### src/cmbd_map.vh
// Constants for the core memory bit data path
`ifndef CMBD_MAP_VH
`define CMBD_MAP_VH
`define CMBD_ADDR_LSB 21
`define CMBD_ADDR_W 15
`define CMBD_XDRV_LSB 0
`define CMBD_XSW_LSB 4
`define CMBD_YDRV_LSB 8
`define CMBD_YSW_LSB 11
`define CMBD_N_SW 16
`define CMBD_N_YDRV 8
`define CMBD_N_X 256
`define CMBD_N_Y 128
`define CMBD_CYCLE_NS 1200
`define CMBD_READ_NS 350
`define CMBD_STROBE_START_NS 200
`define CMBD_STROBE_NS 100
`define CMBD_WRITE_NS 400
`define CMBD_CLK_NS 50
`endif

### src/cmbd_decoder.v
// Active-low one-of-N decoder with enable
module cmbd_decoder #(
    parameter IN_W = 4,
    parameter OUT_N = 16
) (
    input wire [IN_W-1:0] sel,
    input wire enable,
    output wire [OUT_N-1:0] out_n
);
    genvar i;
    generate
        for (i = 0; i < OUT_N; i = i + 1) begin : g_dec
            localparam [IN_W-1:0] CODE = i;
            assign out_n[i] = ~(enable && (sel == CODE));
        end
    endgenerate
endmodule // cmbd_decoder

### src/cmbd_bit_slice.v
// One data bit: sense amps, data latch, inhibit drivers, bus driver
module cmbd_bit_slice (
    input wire mclk,
    input wire rst_n,
    input wire data_latch_clear_n,
    input wire data_latch_load_clock,
    input wire sense_strobe_even_half,
    input wire sense_strobe_odd_half,
    input wire inhibit_select_even_half,
    input wire inhibit_select_odd_half,
    input wire bus_drive_enable_n,
    input wire sense_even_pulse,
    input wire sense_odd_pulse,
    input wire bus_data_in_n,
    output wire sense_even_out_n,
    output wire sense_odd_out_n,
    output wire inhibit_even_on,
    output wire inhibit_odd_on,
    output wire bus_data_out,
    output wire bus_data_oe_n,
    output wire memory_data_latch
);
    reg latch_bit;
    wire set_n;
    wire load_d;
    // Sense amp low only under strobe with pulse above threshold
    assign sense_even_out_n = ~(sense_strobe_even_half & sense_even_pulse); // see RULE10
    assign sense_odd_out_n = ~(sense_strobe_odd_half & sense_odd_pulse); // see RULE10
    assign set_n = sense_even_out_n & sense_odd_out_n;
    // Line receiver inverts active-low bus bit
    assign load_d = ~bus_data_in_n; // see RULE17
    // Clear at cycle start; set by sense wins over clock load
    always @(posedge mclk) begin
        if (!rst_n || !data_latch_clear_n) begin
            latch_bit <= 1'b0; // see RULE11
        end else if (!set_n) begin
            latch_bit <= 1'b1; // see RULE12
        end else if (data_latch_load_clock) begin
            latch_bit <= load_d; // see RULE18
        end
    end
    assign memory_data_latch = latch_bit;
    // Inhibit only for a zero bit on the selected half
    assign inhibit_even_on = inhibit_select_even_half & ~latch_bit; // see RULE15 RULE16
    assign inhibit_odd_on = inhibit_select_odd_half & ~latch_bit; // see RULE15 RULE16
    // Open-drain bus line: pull low for a one
    assign bus_data_out = 1'b0;
    assign bus_data_oe_n = ~(~bus_drive_enable_n & latch_bit); // see RULE13
endmodule // cmbd_bit_slice

### src/cmbd_datapath.v
// Core memory bit data path: timing, address latch, X/Y selection, one bit slice
// Functional notes
// RULE1: Each switch or driver enabled by one decoder output, selected when low.
// RULE2: Sixteen Y switch pairs and eight driver pairs select one of 128 Y lines.
// RULE3: X selection covers 256 switch/driver combinations, one X line per cycle.
// RULE4: Write driver and write switch conduct only during write timing.
// RULE5: Read switch and read driver conduct under read timing, opposite direction.
// RULE6: Two sense amps and inhibit drivers per bit; one pair active per reference.
// RULE7: Address bit 34 zero (or swapped bit in 4-way) selects strobe even, inhibit even.
// RULE8: Bit 34 or swapped bit one selects strobe odd with inhibit odd.
// RULE9: Read currents oppose write currents; ones forced to zero.
// RULE10: Sense output low only when strobed and pulse exceeds threshold.
// RULE11: Latch clear asserted at start of every memory cycle.
// RULE12: Low sense output sets the latch bit.
// RULE13: Enabled bus driver pulls data line low for a set bit.
// RULE14: Every read is immediately followed by a restore write of latched data.
// RULE15: Set latch bit keeps selected inhibit driver off, writing a one.
// RULE16: Cleared latch bit turns selected inhibit driver on, keeping zero.
// RULE17: Requester presents bus data; receiver inverts active-low bit into latch.
// RULE18: Latch clock pulses during a write, capturing the inverted bus bit.
// RULE19: Word-select address bits 21 to 35 are held in address latches.
// RULE20: Three bits pick a Y driver; groups of four pick X drivers and switches.
// RULE21: Sense strobe after read current starts, ends before write timing.
`include "cmbd_map.vh"
module cmbd_datapath #(
    parameter CYCLE_NS = `CMBD_CYCLE_NS,
    parameter CLK_NS = `CMBD_CLK_NS,
    parameter READ_NS = `CMBD_READ_NS,
    parameter STROBE_START_NS = `CMBD_STROBE_START_NS,
    parameter STROBE_NS = `CMBD_STROBE_NS,
    parameter WRITE_NS = `CMBD_WRITE_NS
) (
    input wire mclk,
    input wire rst_n,
    input wire cycle_start,
    input wire write_request,
    input wire [20:0] bus_address_lo,
    input wire [14:0] word_address,
    input wire interleave_four_way,
    input wire [1:0] memory_size,
    input wire sense_even_pulse,
    input wire sense_odd_pulse,
    input wire bus_data_in_n,
    output wire busy,
    output reg cycle_done,
    output wire [`CMBD_N_SW-1:0] x_driver_sel_n,
    output wire [`CMBD_N_SW-1:0] x_switch_sel_n,
    output wire [`CMBD_N_YDRV-1:0] y_driver_sel_n,
    output wire [`CMBD_N_SW-1:0] y_switch_sel_n,
    output wire read_timing,
    output wire write_timing,
    output wire sense_strobe_even_half,
    output wire sense_strobe_odd_half,
    output wire inhibit_select_even_half,
    output wire inhibit_select_odd_half,
    output wire inhibit_even_on,
    output wire inhibit_odd_on,
    output wire data_latch_clear_n,
    output wire data_latch_load_clock,
    output wire bus_drive_enable_n,
    output wire bus_data_out,
    output wire bus_data_oe_n,
    output wire memory_data_latch
);
    // Cycle counts derived from times
    localparam integer CYC_TOTAL = (CYCLE_NS + CLK_NS - 1) / CLK_NS;
    localparam integer CYC_READ = (READ_NS + CLK_NS - 1) / CLK_NS;
    localparam integer CYC_STB0 = (STROBE_START_NS + CLK_NS - 1) / CLK_NS;
    localparam integer CYC_STB_RAW = STROBE_NS / CLK_NS;
    localparam integer CYC_STB = (CYC_STB_RAW < 1) ? 1 : CYC_STB_RAW;
    localparam integer CYC_WRITE = (WRITE_NS + CLK_NS - 1) / CLK_NS;
    localparam integer CNT_W = 6;

    localparam [3:0] ST_IDLE = 4'h1;
    localparam [3:0] ST_READ = 4'h2;
    localparam [3:0] ST_WRITE = 4'h4;
    localparam [3:0] ST_RECOVER = 4'h8;

    reg [3:0] state;
    reg [3:0] next_state;
    reg [CNT_W-1:0] count;
    reg [CNT_W-1:0] phase;
    reg [`CMBD_ADDR_W-1:0] addr_latch;
    reg half_odd;
    reg is_write;
    reg first_cycle;
    wire swap_bit;
    wire strobe_window;
    wire in_read;
    wire in_write;

    function [CNT_W-1:0] cyc;
        input integer n;
        begin
            cyc = n[CNT_W-1:0];
        end
    endfunction

    // Bit swapped with 34 depends on memory size
    assign swap_bit = (memory_size == 2'h0) ? bus_address_lo[19] :
                      (memory_size == 2'h1) ? bus_address_lo[18] : bus_address_lo[17];

    always @* begin
        next_state = state;
        case (state)
            ST_IDLE: begin
                if (cycle_start) begin
                    next_state = ST_READ;
                end
            end
            ST_READ: begin
                if (count == cyc(CYC_READ - 1)) begin
                    next_state = ST_WRITE; // see RULE14
                end
            end
            ST_WRITE: begin
                if (count == cyc(CYC_WRITE - 1)) begin
                    next_state = ST_RECOVER;
                end
            end
            ST_RECOVER: begin
                if (phase >= cyc(CYC_TOTAL - 1)) begin
                    next_state = ST_IDLE;
                end
            end
            default: begin
                next_state = ST_IDLE;
            end
        endcase
    end

    always @(posedge mclk) begin
        if (!rst_n) begin
            state <= ST_IDLE;
            count <= 6'h00;
            phase <= 6'h00;
            addr_latch <= 15'h0000;
            half_odd <= 1'b0;
            is_write <= 1'b0;
            first_cycle <= 1'b0;
            cycle_done <= 1'b0;
        end else begin
            state <= next_state;
            cycle_done <= (state == ST_RECOVER) && (next_state == ST_IDLE);
            first_cycle <= (state == ST_IDLE) && cycle_start;
            if (next_state != state) begin
                count <= 6'h00;
            end else begin
                count <= count + 6'h01;
            end
            if (state == ST_IDLE) begin
                phase <= 6'h00;
            end else begin
                phase <= phase + 6'h01;
            end
            if (state == ST_IDLE && cycle_start) begin
                addr_latch <= word_address; // see RULE19
                half_odd <= interleave_four_way ? swap_bit : word_address[13]; // see RULE7 RULE8
                is_write <= write_request;
            end
        end
    end

    assign busy = (state != ST_IDLE);
    assign in_read = (state == ST_READ);
    assign in_write = (state == ST_WRITE);
    assign read_timing = in_read; // see RULE5 RULE9
    assign write_timing = in_write; // see RULE4
    // Strobe window lies inside read timing, ends before write
    assign strobe_window = in_read && !is_write && (count >= cyc(CYC_STB0)) &&
                           (count < cyc(CYC_STB0 + CYC_STB)) &&
                           (count < cyc(CYC_READ)); // see RULE21
    assign sense_strobe_even_half = strobe_window && !half_odd; // see RULE6 RULE7
    assign sense_strobe_odd_half = strobe_window && half_odd; // see RULE8
    assign inhibit_select_even_half = in_write && !half_odd; // see RULE7
    assign inhibit_select_odd_half = in_write && half_odd; // see RULE8
    assign data_latch_clear_n = ~first_cycle; // see RULE11
    // Load on last read cycle so a written one never sees inhibit current
    assign data_latch_load_clock = in_read && is_write && (count == cyc(CYC_READ - 1)); // see RULE18
    assign bus_drive_enable_n = ~(in_write && !is_write);

    // Decoders enabled only in read or write timing
    cmbd_decoder #(.IN_W(4), .OUT_N(`CMBD_N_SW)) u_xdrv (
        .sel(addr_latch[`CMBD_XDRV_LSB+3:`CMBD_XDRV_LSB]),
        .enable(in_read | in_write),
        .out_n(x_driver_sel_n)
    ); // see RULE1 RULE3 RULE20
    cmbd_decoder #(.IN_W(4), .OUT_N(`CMBD_N_SW)) u_xsw (
        .sel(addr_latch[`CMBD_XSW_LSB+3:`CMBD_XSW_LSB]),
        .enable(in_read | in_write),
        .out_n(x_switch_sel_n)
    ); // see RULE3
    cmbd_decoder #(.IN_W(3), .OUT_N(`CMBD_N_YDRV)) u_ydrv (
        .sel(addr_latch[`CMBD_YDRV_LSB+2:`CMBD_YDRV_LSB]),
        .enable(in_read | in_write),
        .out_n(y_driver_sel_n)
    ); // see RULE2 RULE20
    cmbd_decoder #(.IN_W(4), .OUT_N(`CMBD_N_SW)) u_ysw (
        .sel(addr_latch[`CMBD_YSW_LSB+3:`CMBD_YSW_LSB]),
        .enable(in_read | in_write),
        .out_n(y_switch_sel_n)
    ); // see RULE2

    cmbd_bit_slice u_bit (
        .mclk(mclk),
        .rst_n(rst_n),
        .data_latch_clear_n(data_latch_clear_n),
        .data_latch_load_clock(data_latch_load_clock),
        .sense_strobe_even_half(sense_strobe_even_half),
        .sense_strobe_odd_half(sense_strobe_odd_half),
        .inhibit_select_even_half(inhibit_select_even_half),
        .inhibit_select_odd_half(inhibit_select_odd_half),
        .bus_drive_enable_n(bus_drive_enable_n),
        .sense_even_pulse(sense_even_pulse),
        .sense_odd_pulse(sense_odd_pulse),
        .bus_data_in_n(bus_data_in_n),
        .sense_even_out_n(),
        .sense_odd_out_n(),
        .inhibit_even_on(inhibit_even_on),
        .inhibit_odd_on(inhibit_odd_on),
        .bus_data_out(bus_data_out),
        .bus_data_oe_n(bus_data_oe_n),
        .memory_data_latch(memory_data_latch)
    );
endmodule // cmbd_datapath

### config.mk
export PLATFORM = sky130hd
export DESIGN_NAME = cmbd_datapath
export DESIGN_NICKNAME = d
export VERILOG_FILES = /design/src/cmbd_decoder.v /design/src/cmbd_bit_slice.v /design/src/cmbd_datapath.v
export VERILOG_INCLUDE_DIRS = /design/src
export SDC_FILE = /design/constraint.sdc
export NUM_CORES = 1
export LEC_CHECK = 0
export BUFFER_PORTS_ARGS = -buffer_cell sky130_fd_sc_hd__buf_2
export CAP_MARGIN = 20
export CORE_ASPECT_RATIO = 1.75
export CORE_UTILIZATION = 48
export CTS_BUF_LIST = sky130_fd_sc_hd__clkbuf_16
export DETAILED_ROUTE_END_ITERATION = 10
export PLACE_DENSITY_LB_ADDON = 0.25
export SYNTH_ARGS = -nofsm -noshare
export SYNTH_HDL_FRONTEND = slang
export SYNTH_SLANG_ARGS = --single-unit
### constraint.sdc
create_clock -name mclk -period 3 [get_ports mclk]
set_input_delay 0 -clock mclk [delete_from_list [all_inputs] [get_ports mclk]]
set_output_delay 0 -clock mclk [all_outputs]
set_load 0.005 [all_outputs]
# --- Yosys cells after proc, flatten, opt, wreduce, memory -nomap -nowiden ---
# Index checks and enable logic that the tools add are counted.
totals:
  ff_bits: 36
  inputBits: 46
  output_inout_bits: 72
  elab_cells: 239
op_classes:
  n_addsub: 2
  magnitude_cmp: 4
  eq_ne: 63
  mux: 10
  bitwise_logic: 71
  reduce_logical: 80
ops:
  columns: ["operator", "count"]
  rows:
  - ["4-bit equality test, second input constant", 25]
  - ["1-bit logical AND", 69]
  - ["1-bit NOT", 64]
  - ["4-bit by 3-bit equality test with 1-bit output, second input constant", 13]
  - ["4-bit by 2-bit equality test with 1-bit output, second input constant", 7]
  - ["4-bit by 1-bit equality test with 1-bit output, second input constant", 5]
  - ["4-bit 2-to-1 mux", 4]
  - ["4-bit case mux with 4 select lines", 1]
  - ["6-bit by 1-bit adder with 6-bit output, second input constant", 2]
  - ["3-bit equality test, second input constant", 4]
  - ["6-bit by 3-bit equality test with 1-bit output, second input constant", 2]
  - ["4-bit zero test", 3]
  - ["6-bit by 3-bit less-than comparator with 1-bit output, second input constant", 2]
  - ["1-bit AND", 6]
  - ["3-bit by 2-bit equality test with 1-bit output, second input constant", 2]
  - ["6-bit by 3-bit >= comparator with 1-bit output, second input constant", 1]
  - ["6-bit by 5-bit >= comparator with 1-bit output, second input constant", 1]
  - ["1-bit 2-to-1 mux", 5]
  - ["4-bit by 1-bit inequality test with 1-bit output, second input constant", 1]
  - ["4-bit inequality test", 1]
  - ["2-bit OR reduction", 2]
  - ["3-bit by 1-bit equality test with 1-bit output, second input constant", 1]
  - ["1-bit zero test", 3]
  - ["3-bit zero test", 1]
  - ["5 further kinds", 5]

# --- Longest topological paths before layout ---
depth:
  word_depth: 10
  ltp_mapped: 7
  ltp_nobuf: 5

# --- By module ---
# Synthesis repeated with hierarchy kept, for this count alone.
unflattened:
  hier_cells: 288
  hier_area_um2: 2272.2
modules_own_cells:
  columns: ["module", "instances", "cells_per_inst", "area_each_um2", "seq_area_each_um2"]
  rows:
  - ["cmbd_datapath", 1, 184, 1607.8, 700.7]
  - ["cmbd_decoder at u_xdrv ...", 3, 28, 165.2, 0.0]
  - ["cmbd_bit_slice", 1, 12, 92.6, 20.0]
  - ["cmbd_decoder at u_ydrv", 1, 8, 76.3, 0.0]

# --- Worst setup path before layout ---
# No wires, ideal clock.
synth_path:
  kind: "register to register"
  from: "register state[2]"
  to: "register count[2]"
  setup_ps: 78
  arrival_time_ps: 1492
  required_time_ps: 2922
  slack_ps: 1430
  stages_incl_launch_ff: 6
  path_buffers: 1
  synth_period_minus_slack_ps: 1570
  cell_sequence: "dfxtp_1 buf_2 or4b_4 a211oi_4 a21oi_2 nor3_1"
synth_via:
  elab_chain_cells: 4
  word_cells_on_any_way: 11
  cone_classes: "eq/ne: 5; mux: 5; reduce/logical: 1"
synth_lines:
  columns: ["item", "line", "source"]
  rows:
  - ["start, declared", "cmbd_datapath.v:79", "reg [3:0] state;"]
  - ["start signal, assigned", "cmbd_datapath.v:143", "state <= next_state;"]
  - ["4-bit equality test, or another cell as far along", "cmbd_datapath.v:105", "case (state)"]
  - ["4-bit case mux with 4 select lines", "cmbd_datapath.v:105", null]
  - ["4-bit inequality test *", "cmbd_datapath.v:146", "if (next_state != state) begin"]
  - ["2-bit OR reduction (no line) *", null, null]
  - ["end signal, assigned", "cmbd_datapath.v:149", "count <= count + 6'h01;"]
  - ["end, declared", "cmbd_datapath.v:81", "reg [CNT_W-1:0] count;"]
# Mark *: on every way between the ends. The rest lies on a longest branch, timed or not.
# A chain may end at the register's enable or synchronous reset.

# --- Final worst setup path ---
layout_path:
  from: "register state[2]"
  to: "output port x_switch_sel_n[14]"
layout_via:
  elab_chain_cells: 4
  word_cells_on_any_way: 5
  cone_classes: "eq/ne: 2; bitwise: 2; reduce/logical: 1"
layout_lines:
  columns: ["item", "line", "source"]
  rows:
  - ["4-bit by 2-bit equality test with 1-bit output or 4-bit by 3-bit equality test with 1-bit output (tied branches)", "cmbd_datapath.v:165, cmbd_datapath.v:166", null]
  - ["1-bit bitwise OR *", "cmbd_datapath.v:190", ".enable(in_read | in_write),"]
  - ["1-bit logical AND *", "cmbd_decoder.v:14", "assign out_n[i] = ~(enable && (sel == CODE));"]
  - ["1-bit NOT *", "cmbd_decoder.v:14", null]
  - ["end, declared", "cmbd_datapath.v:47", "output wire [`CMBD_N_SW-1:0] x_switch_sel_n,"]
# Marked as above.

==> impl_results.md <==
- Status: complete, no violations
- Sum Neg Setup Slack: 0 ps
- Overall die width: 51.7 um
- Total number of yosys warnings: 0
- Clk_skew: 5.81 ps
- Routed wire length: 5470 um
- Maximum clock path buffer count: 2
- Post-detailed-route wirelength per cell: 12.7 um
- Worst-path clk slew: 50 ps
- Max rail drop VDD: 0.447 mV
- End point of the worst hold path: addr_latch[4]$_SDFFE_PN0P_
- Post-route cell area: 2880 um2
- Number of endpoints failing setup at the final stage: 0
- Number of hold-slack violations in the final timing report: 0
- Wire length of the first global-routing pass: 8340 um
- Leakage power total: 1.14 nW
- Upper clock frequency limit: 459 MHz
- Maximum fanout along the worst path: 10
- Diodes inserted: 0
- Cell type of the slowest stage on the worst timing path: sky130_fd_sc_hd__or3_1
- Cell type group with the largest total delay on the critical path: simple AND/OR/NAND/NOR gates
- Max Cap Violations: 0
- Post-route setup slack: 824 ps
- Area of combinational cells with multiple inputs: 1280 um2
- Post-CTS setup buffer count: 0
- Share of Yosys cell area claimed by the top area cell type: 0.347
- Sequential cell area fraction in the yosys report: 0.347
- CP startpoint kind: flip-flop
- Reg-to-Reg Start: state[0]$_SDFF_PN1_
- Critical path startpoint: state[2]$_SDFF_PN0_
- Resized cells post-CTS: 0
- Total of buffers placed on input and output ports: 98
- Flop2flop setup slack: 1150 ps
- Main synth FF type: sky130_fd_sc_hd__dfxtp_1
- Setup repair after global routing missed its margin: false
- Clock tree root driver cell: sky130_fd_sc_hd__clkbuf_16
- Biggest area contributors in the synthesized netlist: sky130_fd_sc_hd__dfxtp_1 (35%), sky130_fd_sc_hd__nand2_1 (14%), sky130_fd_sc_hd__nand3_1 (4.8%), sky130_fd_sc_hd__nor3b_2 (4.2%), sky130_fd_sc_hd__a21boi_0 (4.0%)
- Required time worst endpoint: 3000 ps
- Fillers: 365
- Y dimension of the die: 89.0 um
- Effective utilization at floorplan: 0.501
- Worst setup EP type: output port
- Area of placed instances: 2590 um2
- End of the worst register-to-register path: addr_latch[4]$_SDFFE_PN0P_
- Cells along the critical path: xnor2_1 > or3_1 > nor3b_2 > nand3_1 > buf_2
- Total half-perimeter wirelength after legalization and detailed placement: 3920 um
- Tightest Pin Transition: 638 ps
- Number of clock buffers inserted by TritonCTS: 5
- Overall via count from detail_route: 2260
- Layout Nets: 430
- I/O pins: 118
- Clock tree from TritonCTS: built
- Type of the worst setup path: flip-flop to output port
- Min-delay src: word_address[4]
- Setup slack at placement: 1120 ps
- Critical Path Max Stage Delay: 550 ps
- TritonRoute pass-1 iters: 4
- Number of H-tree levels: 2
- Vias/cell: 5.24
- Post-synthesis register bit count: 36
- Share of post-route cells with drive strength above 1: 0.325
- Cell type contributing the most total cell area after synthesis: sky130_fd_sc_hd__dfxtp_1
- Share of flip-flops with an asynchronous set or reset: 0
- Initial antenna violation count: 0
- Routability cong.: 0.820
- Total overflow reported by the global router: 0
- Post-Synthesis Mean Instance Area: 7.70 um2
- Crit path time final: 2180 ps
- Row cnt: 31
- Number of nets with antenna violations after routing: 0
- Overall die area: 4610 um2
- Syn nets: 319
- Vias in the first global route: 1937
- GRT Overall Usage: 0.239
- Worst slew margin relative to its limit: 0.575
- Worst hold-check path type: input port to flip-flop
- WHS Path Cells: 3
- EDFF count, synth: 0
- Core region area: 4150 um2
- Final routed DRC violation total: 0
- Period utilisation layout: 0.725
- Total power divided by cell area: 402 nW/um2
- Worst Reg2Reg Path Length in Cells: 4
- Sequential cell area: 721 um2
- Pin count of the biggest net entering global routing: 28
- Post-synthesis instance total: 270
- Clock net sink count: 36
- Arrival time worst endpoint: 2180 ps
- Critical path buffers and inverters: 1
- Quantity of hold-fixing buffers added after cts: 15
- Worst-skew pair later-pin latency: 280 ps
- Violation count after the first detailed-route iteration: 58
- Worst hold margin: 17.1 ps
- Cell area after synthesis: 2080 um2
- Synth-to-Final Area Change: 38.4%
- Number of unique standard cell types used by synthesis: 43
- Max Slew Vio Count: 0
## cells by family (layout without fill, tap and decap cells)
logic type / count (synthesis) / count (layout) / share of synthesized area
simple gates: 167 / 167 / 0.419
flops: 36 / 36 / 0.347
compound gates: 35 / 35 / 0.131
buf+inv: 17 / 129 / 0.0355
xor+xnor: 9 / 9 / 0.0379
fa+ha+maj: 3 / 3 / 0.0181
mux: 2 / 2 / 0.0102
other cells: 1 / 1 / 0.00180
## how the worst max path moves through the flow
stage | to | slack (ps) | cells past startpoint
after floorplan | count[2]$_SDFF_PP0_ | 1430 | 5
after global placement | x_switch_sel_n[14] | 1190 | 5
after detailed placement | x_switch_sel_n[14] | 1120 | 5
after CTS | x_switch_sel_n[14] | 810 | 5
after global routing | x_driver_sel_n[14] | 700 | 5
final | x_switch_sel_n[14] | 820 | 5
## cell type report
cell class / instances / area share
Timing Repair Buffer: 113 / 0.223
Clock inverter: 3 / 0.00479
Clock buffer: 5 / 0.0435
Multi-Input combinational cell: 217 / 0.446
Sequential cell: 36 / 0.251
Tap cell: 49 / 0.0213
Inverter: 8 / 0.0104
## placed cells by master, fill, tap and decap left out, drive strengths merged, types with 8 or more instances in the layout
cell type,netlist,final
nand3,20,20
buf,6,98
a21boi,18,18
nand2,80,80
inv,8,8
nor3,12,12
nor3b,8,8
dlygate4sd3,0,15
dfxtp,36,36
nor2,14,14
nor2b,13,13
and3,9,9
## synthesized netlist by cell type, drive strengths merged, types with 5 or more instances
| library cell | instances |
|---|---|
| inv | 8 |
| nor2b | 13 |
| nand2 | 80 |
| buf | 6 |
| nor3b | 8 |
| nor3 | 12 |
| xnor2 | 5 |
| dfxtp | 36 |
| nand3 | 20 |
| a21boi | 18 |
| nor2 | 14 |
| and3 | 9 |
## sequential cells by signal (all words and copies together), names as in the netlist
register and flops:
phase 6, count 6, first_cycle 1, cycle_done 1
state 4, u_bit.memory_data_latch 1, is_write 1, addr_latch 15
half_odd 1
## worst register-to-register path, delay by kind of cell, from the launching register on
kind | cells | cell delay, ps
DFF | 1 | 500
AOI/OAI and AO/OA | 1 | 180
and+or+nand+nor | 3 | 1080
## layer usage
metal	routed length [um]	up-vias	track usage
met5	0	-	0
met4	174	0	0.130
met3	195	17	0.0459
met2	2960	76	0.447
met1	2140	1033	0.239
li1	-	1134	-
## through the flow
| step | std cells | utilization | total power, W |
|---|---|---|---|
| after floorplan | 270 | - | 0.000621 |
| final | 431 | 0.693 | 0.00116 |
| after CTS | 431 | 0.693 | 0.00117 |
| after global placement | 408 | 0.623 | 0.000661 |
| after detailed placement | 408 | 0.623 | 0.000665 |
| after global routing | 431 | 0.693 | 0.00121 |
## report_power, final
group	internal (W)	switching (W)	total, W
sequential	0.000501	0.0000330	0.000534
clock	0.000301	0.000183	0.000484
combinational	0.0000657	0.0000726	0.000138
total	0.000867	0.000289	0.00116
No activity file was read; power rests on OpenSTA's default activity.
